<file path="src/rtl/lcd_pkg.sv">
// constants, register map and carrier types of the channel dividers
// assumes an AXI4-Lite master with 32-bit data on the register side
package lcd_pkg;

  // ==========================================================
  // register map: printed offsets are indexes, byte = 4 * index
  // ==========================================================
  localparam int          LCD_AW            = 12;
  localparam logic [11:0] LCD_IDX_C3S1_CNT  = 12'h199;
  localparam logic [11:0] LCD_IDX_C3_PHASE  = 12'h19A;
  localparam logic [11:0] LCD_IDX_C3S2_CNT  = 12'h19B;
  localparam logic [11:0] LCD_IDX_C3_CTRL   = 12'h19C;
  localparam logic [11:0] LCD_IDX_C3_DCC    = 12'h19D;
  localparam logic [11:0] LCD_IDX_C4S1_CNT  = 12'h19E;
  localparam logic [11:0] LCD_IDX_C4_PHASE  = 12'h19F;
  localparam logic [11:0] LCD_IDX_STATUS    = 12'h1A3;

  // ==========================================================
  // field positions
  // ==========================================================
  localparam int LCD_LO_MSB        = 7;
  localparam int LCD_LO_LSB        = 4;
  localparam int LCD_HI_MSB        = 3;
  localparam int LCD_HI_LSB        = 0;
  localparam int LCD_CTL_BYP2      = 5;
  localparam int LCD_CTL_BYP1      = 4;
  localparam int LCD_CTL_NOSYNC    = 3;
  localparam int LCD_CTL_FORCE     = 2;
  localparam int LCD_CTL_START2    = 1;
  localparam int LCD_CTL_START1    = 0;
  localparam int LCD_DCC_DIS       = 0;

  // ==========================================================
  // reset values and bus answers
  // ==========================================================
  localparam logic [7:0] LCD_RST_CNT   = 8'h00;
  localparam logic [7:0] LCD_RST_PHASE = 8'h00;
  localparam logic [5:0] LCD_RST_CTRL  = 6'h00;
  localparam logic       LCD_RST_DCC   = 1'b0;
  localparam logic [1:0] LCD_RESP_OKAY   = 2'h0;
  localparam logic [1:0] LCD_RESP_SLVERR = 2'h2;

  // ==========================================================
  // carrier types
  // ==========================================================
  typedef struct packed {
    logic [LCD_AW-1:0] awaddr;
    logic              awvalid;
    logic [31:0]       wdata;
    logic [3:0]        wstrb;
    logic              wvalid;
    logic              bready;
    logic [LCD_AW-1:0] araddr;
    logic              arvalid;
    logic              rready;
  } lcd_axi_req_t;

  typedef struct packed {
    logic        awready;
    logic        wready;
    logic [1:0]  bresp;
    logic        bvalid;
    logic        arready;
    logic [31:0] rdata;
    logic [1:0]  rresp;
    logic        rvalid;
  } lcd_axi_rsp_t;

  // one divider stage: level, remaining count, last input level
  typedef struct packed {
    logic       lvl;
    logic [4:0] cnt;
    logic       in_q;
  } lcd_div_t;

endpackage

</file>
<file path="src/rtl/lcd_top.sv">
// cascaded output dividers of channel 3 and stage 1 of channel 4, with AXI4-Lite registers
// assumes dist_clk_i is the distribution clock sampled as a level on
// clk_sys_i, and sync_i the chip-level synchronisation level
//
// Operation
// channel 3 stage 1 low time is upper count nibble plus one cycles
// channel 3 stage 1 high time is lower count nibble plus one cycles
// count field zero gives one-cycle phase; all counts reset to zero
// channel 3 stage 2 low/high minus one from upper/lower nibbles
// channel 4 stage 1 low minus one from upper nibble, own input
// channel 4 stage 1 high minus one from lower nibble
// channel 3 phase offsets: stage 2 upper, stage 1 lower, reset zero
// channel 4 stage 2 phase offset in upper nibble, reset zero
// control bit 5 bypasses and powers down channel 3 stage 2
// control bit 4 bypasses and powers down channel 3 stage 1
// control bit 3 set makes channel 3 ignore chip-level sync
// bit 2 forces channel 3 output level; needs sync-ignore set too
// bit 1 chooses channel 3 stage 2 starting level
// bit 0 chooses channel 3 stage 1 starting level
// correction bit 0 clear enables duty correction, set disables
// divider period is sum of low and high durations
//
// Register access over AXI4-Lite is this design's own decision.
module lcd_top
  import lcd_pkg::*;
(
  input  wire logic                  clk_sys_i,
  input  wire logic                  rst_n_i,
  input  wire lcd_pkg::lcd_axi_req_t axi_req_i,
  output lcd_pkg::lcd_axi_rsp_t      axi_rsp_o,
  input  wire logic                  dist_clk_i,
  input  wire logic                  sync_i,
  output logic                       ch3_stage1_o,
  output logic                       ch3_out_o,
  output logic                       ch4_stage1_o,
  output logic                       ch3_dcc_en_o
);
  import lcd_pkg::*;

  // ==========================================================
  // state
  // ==========================================================
  typedef struct packed {
    logic [7:0]        c3s1_cnt;
    logic [7:0]        c3_phase;
    logic [7:0]        c3s2_cnt;
    logic [5:0]        c3_ctrl;
    logic              c3_dcc_on;
    logic [7:0]        c4s1_cnt;
    logic [3:0]        c4_phase2;
    lcd_div_t          c3s1;
    lcd_div_t          c3s2;
    lcd_div_t          c4s1;
    logic              out3;
    logic              armed;
    logic              aw_got;
    logic              w_got;
    logic [LCD_AW-1:0] aw_addr;
    logic [31:0]       w_data;
    logic              w_lane0;
    lcd_axi_rsp_t      rsp;
  } lcd_state_t;

  localparam lcd_state_t LCD_STATE_RST = '{
    c3s1_cnt:   LCD_RST_CNT,
    c3_phase:   LCD_RST_PHASE,
    c3s2_cnt:   LCD_RST_CNT,
    c3_ctrl:    LCD_RST_CTRL,
    c3_dcc_on:  ~LCD_RST_DCC,
    c4s1_cnt:   LCD_RST_CNT,
    c4_phase2:  4'h0,
    c3s1:       '0,
    c3s2:       '0,
    c4s1:       '0,
    out3:       1'b0,
    armed:      1'b0,
    aw_got:     1'b0,
    w_got:      1'b0,
    aw_addr:    '0,
    w_data:     '0,
    w_lane0:    1'b0,
    rsp:        '{awready: 1'b1, wready: 1'b1, arready: 1'b1,
                  bresp: LCD_RESP_OKAY, rresp: LCD_RESP_OKAY,
                  bvalid: 1'b0, rvalid: 1'b0, rdata: 32'h0000_0000}
  };

  lcd_state_t s_q;
  lcd_state_t s_d;

  // ==========================================================
  // divider stage
  // ==========================================================
  // one rising edge of the stage input is one input cycle; a held or
  // bypassed stage reloads so it starts cleanly on release
  function automatic lcd_div_t div_step(
    input lcd_div_t   d,
    input logic       in_lvl,
    input logic [3:0] lo,
    input logic [3:0] hi,
    input logic [3:0] ph,
    input logic       byp,
    input logic       hold,
    input logic       st_hi
  );
    lcd_div_t n;
    n      = d;
    n.in_q = in_lvl;
    if (byp) begin
      // bypass: input straight to output, count logic idle
      n.lvl = in_lvl;
      n.cnt = {1'b0, st_hi ? hi : lo} + {1'b0, ph};
    end else if (hold) begin
      // start level and first phase stretched by the offset
      n.lvl = st_hi;
      n.cnt = {1'b0, st_hi ? hi : lo} + {1'b0, ph};
    end else if (in_lvl && !d.in_q) begin
      // zero count toggles on the first edge
      if (d.cnt == 5'h00) begin
        n.lvl = ~d.lvl;
        // next phase loads its own count
        n.cnt = {1'b0, d.lvl ? lo : hi};
      end else begin
        n.cnt = d.cnt - 5'h01;
      end
    end
    return n;
  endfunction

  // ==========================================================
  // register read data
  // ==========================================================
  function automatic logic [31:0] rd_mux(
    input lcd_state_t   s,
    input logic [LCD_AW-1:0] a
  );
    logic [11:0] idx;
    logic [31:0] v;
    idx = {2'b00, a[LCD_AW-1:2]};
    v   = 32'h0000_0000;
    case (idx)
      LCD_IDX_C3S1_CNT: v[7:0] = s.c3s1_cnt;
      LCD_IDX_C3_PHASE: v[7:0] = s.c3_phase;
      LCD_IDX_C3S2_CNT: v[7:0] = s.c3s2_cnt;
      LCD_IDX_C3_CTRL:  v[5:0] = s.c3_ctrl;
      LCD_IDX_C3_DCC:   v[LCD_DCC_DIS] = ~s.c3_dcc_on;
      LCD_IDX_C4S1_CNT: v[7:0] = s.c4s1_cnt;
      LCD_IDX_C4_PHASE: v[7:4] = s.c4_phase2;
      LCD_IDX_STATUS:   v[3:0] = {s.c4s1.lvl, s.out3,
                                  s.c3s2.lvl, s.c3s1.lvl};
      default:          v = 32'h0000_0000;
    endcase
    return v;
  endfunction

  function automatic logic mapped(input logic [LCD_AW-1:0] a);
    logic [11:0] idx;
    idx = {2'b00, a[LCD_AW-1:2]};
    return (idx >= LCD_IDX_C3S1_CNT && idx <= LCD_IDX_C4_PHASE) ||
           (idx == LCD_IDX_STATUS);
  endfunction

  // ==========================================================
  // next state
  // ==========================================================
  always_comb begin
    logic       hold3;
    logic       wr_now;
    logic [11:0] widx;
    s_d    = s_q;
    hold3  = 1'b0;
    wr_now = 1'b0;
    widx   = 12'h000;

    // write address and data, taken in either order
    if (axi_req_i.awvalid && s_q.rsp.awready) begin
      s_d.aw_got      = 1'b1;
      s_d.aw_addr     = axi_req_i.awaddr;
      s_d.rsp.awready = 1'b0;
    end
    if (axi_req_i.wvalid && s_q.rsp.wready) begin
      s_d.w_got      = 1'b1;
      s_d.w_data     = axi_req_i.wdata;
      s_d.w_lane0    = axi_req_i.wstrb[0];
      s_d.rsp.wready = 1'b0;
    end
    if (s_q.aw_got && s_q.w_got && !s_q.rsp.bvalid) begin
      wr_now          = 1'b1;
      widx            = {2'b00, s_q.aw_addr[LCD_AW-1:2]};
      s_d.aw_got      = 1'b0;
      s_d.w_got       = 1'b0;
      s_d.rsp.bvalid  = 1'b1;
      s_d.rsp.bresp   = mapped(s_q.aw_addr) ? LCD_RESP_OKAY
                                            : LCD_RESP_SLVERR;
    end
    if (s_q.rsp.bvalid && axi_req_i.bready) begin
      s_d.rsp.bvalid  = 1'b0;
      s_d.rsp.awready = 1'b1;
      s_d.rsp.wready  = 1'b1;
    end

    // only byte lane 0 carries register bits
    if (wr_now && s_q.w_lane0) begin
      case (widx)
        // stage 1 low and high counts, channel 3
        LCD_IDX_C3S1_CNT: s_d.c3s1_cnt = s_q.w_data[7:0];
        // both channel 3 phase offsets
        LCD_IDX_C3_PHASE: s_d.c3_phase = s_q.w_data[7:0];
        // stage 2 counts, channel 3
        LCD_IDX_C3S2_CNT: s_d.c3s2_cnt = s_q.w_data[7:0];
        LCD_IDX_C3_CTRL:  s_d.c3_ctrl  = s_q.w_data[5:0];
        // correction disable flag
        LCD_IDX_C3_DCC:   s_d.c3_dcc_on = ~s_q.w_data[LCD_DCC_DIS];
        // stage 1 counts, channel 4
        LCD_IDX_C4S1_CNT: s_d.c4s1_cnt = s_q.w_data[7:0];
        // channel 4 stage 2 offset, low nibble reads zero
        LCD_IDX_C4_PHASE: s_d.c4_phase2 = s_q.w_data[7:4];
        default:          s_d.c4_phase2 = s_q.c4_phase2;
      endcase
    end

    // read: one request at a time, answer one cycle after it is taken
    if (axi_req_i.arvalid && s_q.rsp.arready) begin
      s_d.rsp.arready = 1'b0;
      s_d.rsp.rvalid  = 1'b1;
      s_d.rsp.rdata   = rd_mux(s_q, axi_req_i.araddr);
      s_d.rsp.rresp   = mapped(axi_req_i.araddr) ? LCD_RESP_OKAY
                                                 : LCD_RESP_SLVERR;
    end
    if (s_q.rsp.rvalid && axi_req_i.rready) begin
      s_d.rsp.rvalid  = 1'b0;
      s_d.rsp.arready = 1'b1;
    end

    // sync restarts channel 3 unless ignored
    hold3 = sync_i && !s_q.c3_ctrl[LCD_CTL_NOSYNC];
    // first cycle after reset only samples the divider inputs: an
    // input already high at release must not count as a rising edge
    s_d.armed = 1'b1;
    hold3     = hold3 || !s_q.armed;

    // R2: R10: R14: channel 3 stage 1
    s_d.c3s1 = div_step(s_q.c3s1, dist_clk_i,
                        s_q.c3s1_cnt[LCD_LO_MSB:LCD_LO_LSB],
                        s_q.c3s1_cnt[LCD_HI_MSB:LCD_HI_LSB],
                        s_q.c3_phase[3:0],
                        s_q.c3_ctrl[LCD_CTL_BYP1], hold3,
                        s_q.c3_ctrl[LCD_CTL_START1]);

    // R9: R13: channel 3 stage 2 runs on stage 1 output
    s_d.c3s2 = div_step(s_q.c3s2, s_q.c3s1.lvl,
                        s_q.c3s2_cnt[LCD_LO_MSB:LCD_LO_LSB],
                        s_q.c3s2_cnt[LCD_HI_MSB:LCD_HI_LSB],
                        s_q.c3_phase[7:4],
                        s_q.c3_ctrl[LCD_CTL_BYP2], hold3,
                        s_q.c3_ctrl[LCD_CTL_START2]);

    // R6: channel 4 stage 1, always obeys sync
    s_d.c4s1 = div_step(s_q.c4s1, dist_clk_i,
                        s_q.c4s1_cnt[LCD_LO_MSB:LCD_LO_LSB],
                        s_q.c4s1_cnt[LCD_HI_MSB:LCD_HI_LSB],
                        4'h0, 1'b0, sync_i || !s_q.armed, 1'b0);

    // forced level shows only while sync is up and ignored
    if (sync_i && s_q.c3_ctrl[LCD_CTL_NOSYNC]) begin
      s_d.out3 = s_q.c3_ctrl[LCD_CTL_FORCE];
    end else begin
      s_d.out3 = s_q.c3s2.lvl;
    end
  end

  // ==========================================================
  // registers
  // ==========================================================
  always_ff @(posedge clk_sys_i or negedge rst_n_i) begin
    if (!rst_n_i) begin
      s_q <= LCD_STATE_RST;
    end else begin
      s_q <= s_d;
    end
  end

  // ==========================================================
  // outputs, all straight from state flip-flops
  // ==========================================================
  assign axi_rsp_o    = s_q.rsp;
  assign ch3_stage1_o = s_q.c3s1.lvl;
  assign ch3_out_o    = s_q.out3;
  assign ch4_stage1_o = s_q.c4s1.lvl;
  // enable kept in its own flop, read back inverted as the flag
  assign ch3_dcc_en_o = s_q.c3_dcc_on;

endmodule

</file>
<file path="config.mk">
export PLATFORM = sky130hd
export DESIGN_NAME = lcd_top
export DESIGN_NICKNAME = d
export VERILOG_FILES = /design/src/rtl/lcd_pkg.sv /design/src/rtl/lcd_top.sv
export SDC_FILE = /design/constraint.sdc
export NUM_CORES = 1
export LEC_CHECK = 0
export ABC_AREA = 0
export BUFFER_PORTS_ARGS = -buffer_cell sky130_fd_sc_hd__buf_4
export CORE_MARGIN = 2
export CORE_UTILIZATION = 50
export DETAILED_ROUTE_END_ITERATION = 7
export HOLD_SLACK_MARGIN = 0.08
export PLACE_DENSITY = 0.76
export SETUP_SLACK_MARGIN = 0.3
export SLEW_MARGIN = 20
export SYNTH_ARGS = -nofsm -noshare
export SYNTH_HDL_FRONTEND = slang
export SYNTH_SLANG_ARGS = --single-unit
</file>
<file path="constraint.sdc">
create_clock -name clk_sys_i -period 1.95 [get_ports clk_sys_i]
set_input_delay 0.0975 -clock clk_sys_i [delete_from_list [all_inputs] [get_ports clk_sys_i]]
set_output_delay 0.0975 -clock clk_sys_i [all_outputs]
set_load 0.01 [all_outputs]
</file>
==> results by group <==
Die
  • Initial Util: 51.9%
  • Die H: 110 um
  • Rows: 38
  • Die ar.: 12,200 um^2
  • Core ar.: 10,900 um^2
  • Top Ports: 114
  • Chip width: 110 um

Cells and area
  • Final Cell Area: 7140 um^2
  • Layout Cells excl Fill: 746
  • Share of post-route cells with drive strength above 1: 37.5%
  • Footprint of the multi-input gates: 3030 um^2
  • Filler cells: 799
  • Area grow syn2layout: 26.0%
  • Storage cell area: 2540 um^2
  • Layout Nets: 686
  • Antenna diodes: 0
  • Final core utilization: 65.3%

Synth
  • Fraction of registers with async set or reset after synthesis: 100%
  • Largest cells by area after synthesis: dfrtp_1 43%, mux2_2 15%, buf_4 5.6%, mux2i_1 5.3%, ha_1 3.1%
  • Synth area leader: dfrtp_1
  • Yosys top cell area share: 42.8%
  • Synthesized flop and latch total: 101
  • Most common flop cell mapped by yosys: dfrtp_1
  • Post-synthesis area per instance: 11.1 um^2
  • Synth Instances: 509
  • Synth Warn #: 0
  • Synth cell types: 57
  • Number of synthesized flops with an enable pin: 0
  • Seq/Total Area, Yosys: 44.7%
  • Post-Syn Area: 5670 um^2

Global routing
  • Grt total ovfl: 0
  • Largest net degree at the start of global routing: 39
  • Met2 usage: 37.8%
  • Initial antenna violation count: 0
  • Grt met3 use: 5.98%
  • Most used routing layer: met2
  • GR Util met1: 28.9%
  • GRT Overall Usage: 22.8%
  • Vias in the first global route: 4,382
  • First-pass GRT wire length: 22,400 um

STA
  • Final Cycle Share: 93.6%
  • Final setup margin: 0.126 ns
  • Setup TNS: 0 ns
  • Worst-Margin Slew: 0.520 ns
  • RSZ-0062 raised after global routing: true
  • Max Slew Vio Count: 0
  • Final hold vios: 0
  • Max Fclk: 548 MHz
  • Skew final: 0.00938 ns
  • Slew HR: 65.2%
  • Final setup violating endpoints: 0
  • Min Tclk post-route: 1.82 ns
  • Min Hold Slack: 0.106 ns

Critical path
  • Cell family with most CP delay: flip-flops
  • CP cell instances: mux2_4 > ha_4 > inv_2 > fa_2 > nor2b_1 > o21a_1 > o21ai_1 > o21ai_1
  • Arr. time, crit path: 2.04 ns
  • WP buf/inv: 1
  • Worst-case reg-to-reg path depth: 8
  • CP max stage delay: 0.47 ns
  • Slowest-stage cell, CP: dfrtp_2
  • Worst path required time: 2.17 ns
  • Most frequent CP cell: o21ai_1
  • Reg2Reg Setup Slack: 0.13 ns
  • Worst r2r src: s_q[124]
  • Setup crit start kind: flip-flop
  • Crit path max fanout: 5
  • CP endpoint kind: flip-flop
  • Crit path kind: flip-flop to flip-flop
  • Reg2reg end: s_q[109]

Job
  • Max cap viols: 0

Power
  • Psw: 1.77 mW
  • Sequential power share: 48.0%
  • Switching share of total power: 29.8%
  • Peak supply drop: 732 uV
  • Power Total: 5.93 mW
  • Logic pwr share: 18.4%
  • Pwr/cell area: 830 nW/um^2
  • P_int: 4.16 mW
  • Clock power share: 33.6%
  • P_leak: 3.32 nW

Route
  • Via count: 4,295
  • Initial DRC Count: 325
  • Via-to-Cell Ratio: 5.76
  • WL/cell: 18.7 um
  • Drt first pass iters: 8
  • Final ANT Viol Nets: 0
  • # DRC: 0
  • Post-Route WL: 14,000 um

Place
  • Post-Place Cells: 686
  • PortBufs: 56
  • Post-DP HPWL: 9400 um
  • Placed inst area: 6180 um^2
  • Post-place setup slack: 0.0106 ns
  • GPL Wtd Cong: 0.846

Clocking
  • TritonCTS Sinks: 101
  • CTS tree: yes
  • Clock root buffer: clkbuf_16
  • Num CTS Buffers: 9
  • CTS max path bufs: 2
  • H-tree Lvls: 3
  • Clock transition at the registers of the reported paths: 0.07 ns
  • Worst-Skew Late Latency: 0.36 ns

Worst hold path
  • Worst Hold Depth: 3
  • Hold Path Class: input pin to flip-flop
  • Min-Delay Endpoint: ch3_out_o
  • Hold path startpoint: sync_i

Outcome
  • Status: completed
==> routing by layer <==
metal	wire [um]	share of wire (%)	vias up
li1	-	-	1955
met1	5890	42	2134
met2	6890	49	179
met3	894	6.4	27
met4	288	2.1	0
met5	0	0	-
==> area by class of cell <==
type	instances	share of cell area [%]
repair buffers	116	13.8
clock buffers	9	3.15
well taps	140	2.45
multi-input cells	352	42.5
inverters	21	1.10
clock inverters	7	1.51
flip-flops and latches	101	35.5
==> cell usage in the layout, fill, tap and decap left out, types with 15 or more instances in the layout <==
cell type       n
mux2i_1        28
conb_1         27
nor2_1         16
dlygate4sd3_1  29
mux2_2         59
nand2_1        29
dfrtp_1        94
o21ai_0        17
buf_4          82
mux2_4         15
==> what timing repair did <==
action,CTS,global route
endpoints found under the setup margin,36,42
gates resized for setup,13,36
endpoints found under the hold margin,61,0
pin swaps,11,12
hold buffers,29,0
buffers inserted,7,8
==> power groups by stage <==
stage	Combinational, mW	Clock, mW	Sequential [mW]
detailed placement	0.909	0	2.85
global route	1.20	2.14	2.89
global placement	0.874	0	2.81
floorplan	0.770	0	2.64
CTS	1.06	2.03	2.81
finish	1.09	1.99	2.85
==> worst reg2reg max path, cell delays in order (launching register included) <==
cell     delay [ns]
dfrtp_2        0.47
mux2_4         0.33
ha_4           0.16
inv_2          0.06
fa_2           0.22
nor2b_1        0.05
o21a_1         0.17
o21ai_1        0.12
o21ai_1        0.09
==> Yosys cell counts (3+ instances only) <==
cell type / count
inv_1: 21
o21ai_0: 23
nor3_1: 3
buf_2: 4
a211oi_1: 6
o21a_1: 6
o22ai_1: 6
a21o_1: 4
xor2_1: 6
o221ai_1: 5
dfrtp_1: 97
nand4b_1: 3
nand2_1: 29
nand3_1: 6
a22o_1: 5
ha_1: 14
mux2_2: 74
nor2_1: 18
a21oi_1: 13
nor3b_1: 3
a22oi_1: 8
nor4_1: 3
nand3b_1: 7
clkbuf_1: 14
nor2b_1: 8
mux2i_1: 30
a2bb2oi_1: 3
dfstp_2: 4
buf_4: 42
nand2b_1: 6
a31oi_1: 3
==> worst max-delay path by stage <==
stage | endpoint | from | cells past startpoint | slack, ns
6_report | s_q[109] | s_q[124] | 8 | 0.13
5_1_grt | s_q[101] | s_q[125] | 7 | 0.04
4_1_cts | s_q[101] | s_q[125] | 7 | 0.15
3_5_place_dp | s_q[101] | s_q[125] | 7 | 0.01
3_3_place_gp | s_q[108] | s_q[124] | 7 | 0.07
2_1_floorplan | s_q[102] | s_q[125] | 9 | 0.25
==> registers in the layout, indices dropped and copies added, names as in the netlist <==
name,flops
s_q,82
ch3_dcc_en_o,1
ch4_stage1_o,1
ch3_out_o,1
axi_rsp_o,15
ch3_stage1_o,1
==> cell families after synthesis <==
group,Yosys count,synth area share [%]
flops,101,44.7
fa+ha+maj,16,3.80
simple gates,105,11.0
buf+inv,81,8.23
other cells,2,0.132
compound gates,92,11.0
xor+xnor,8,1.24
mux,104,20.0
Power figures use the tool's default switching activity.
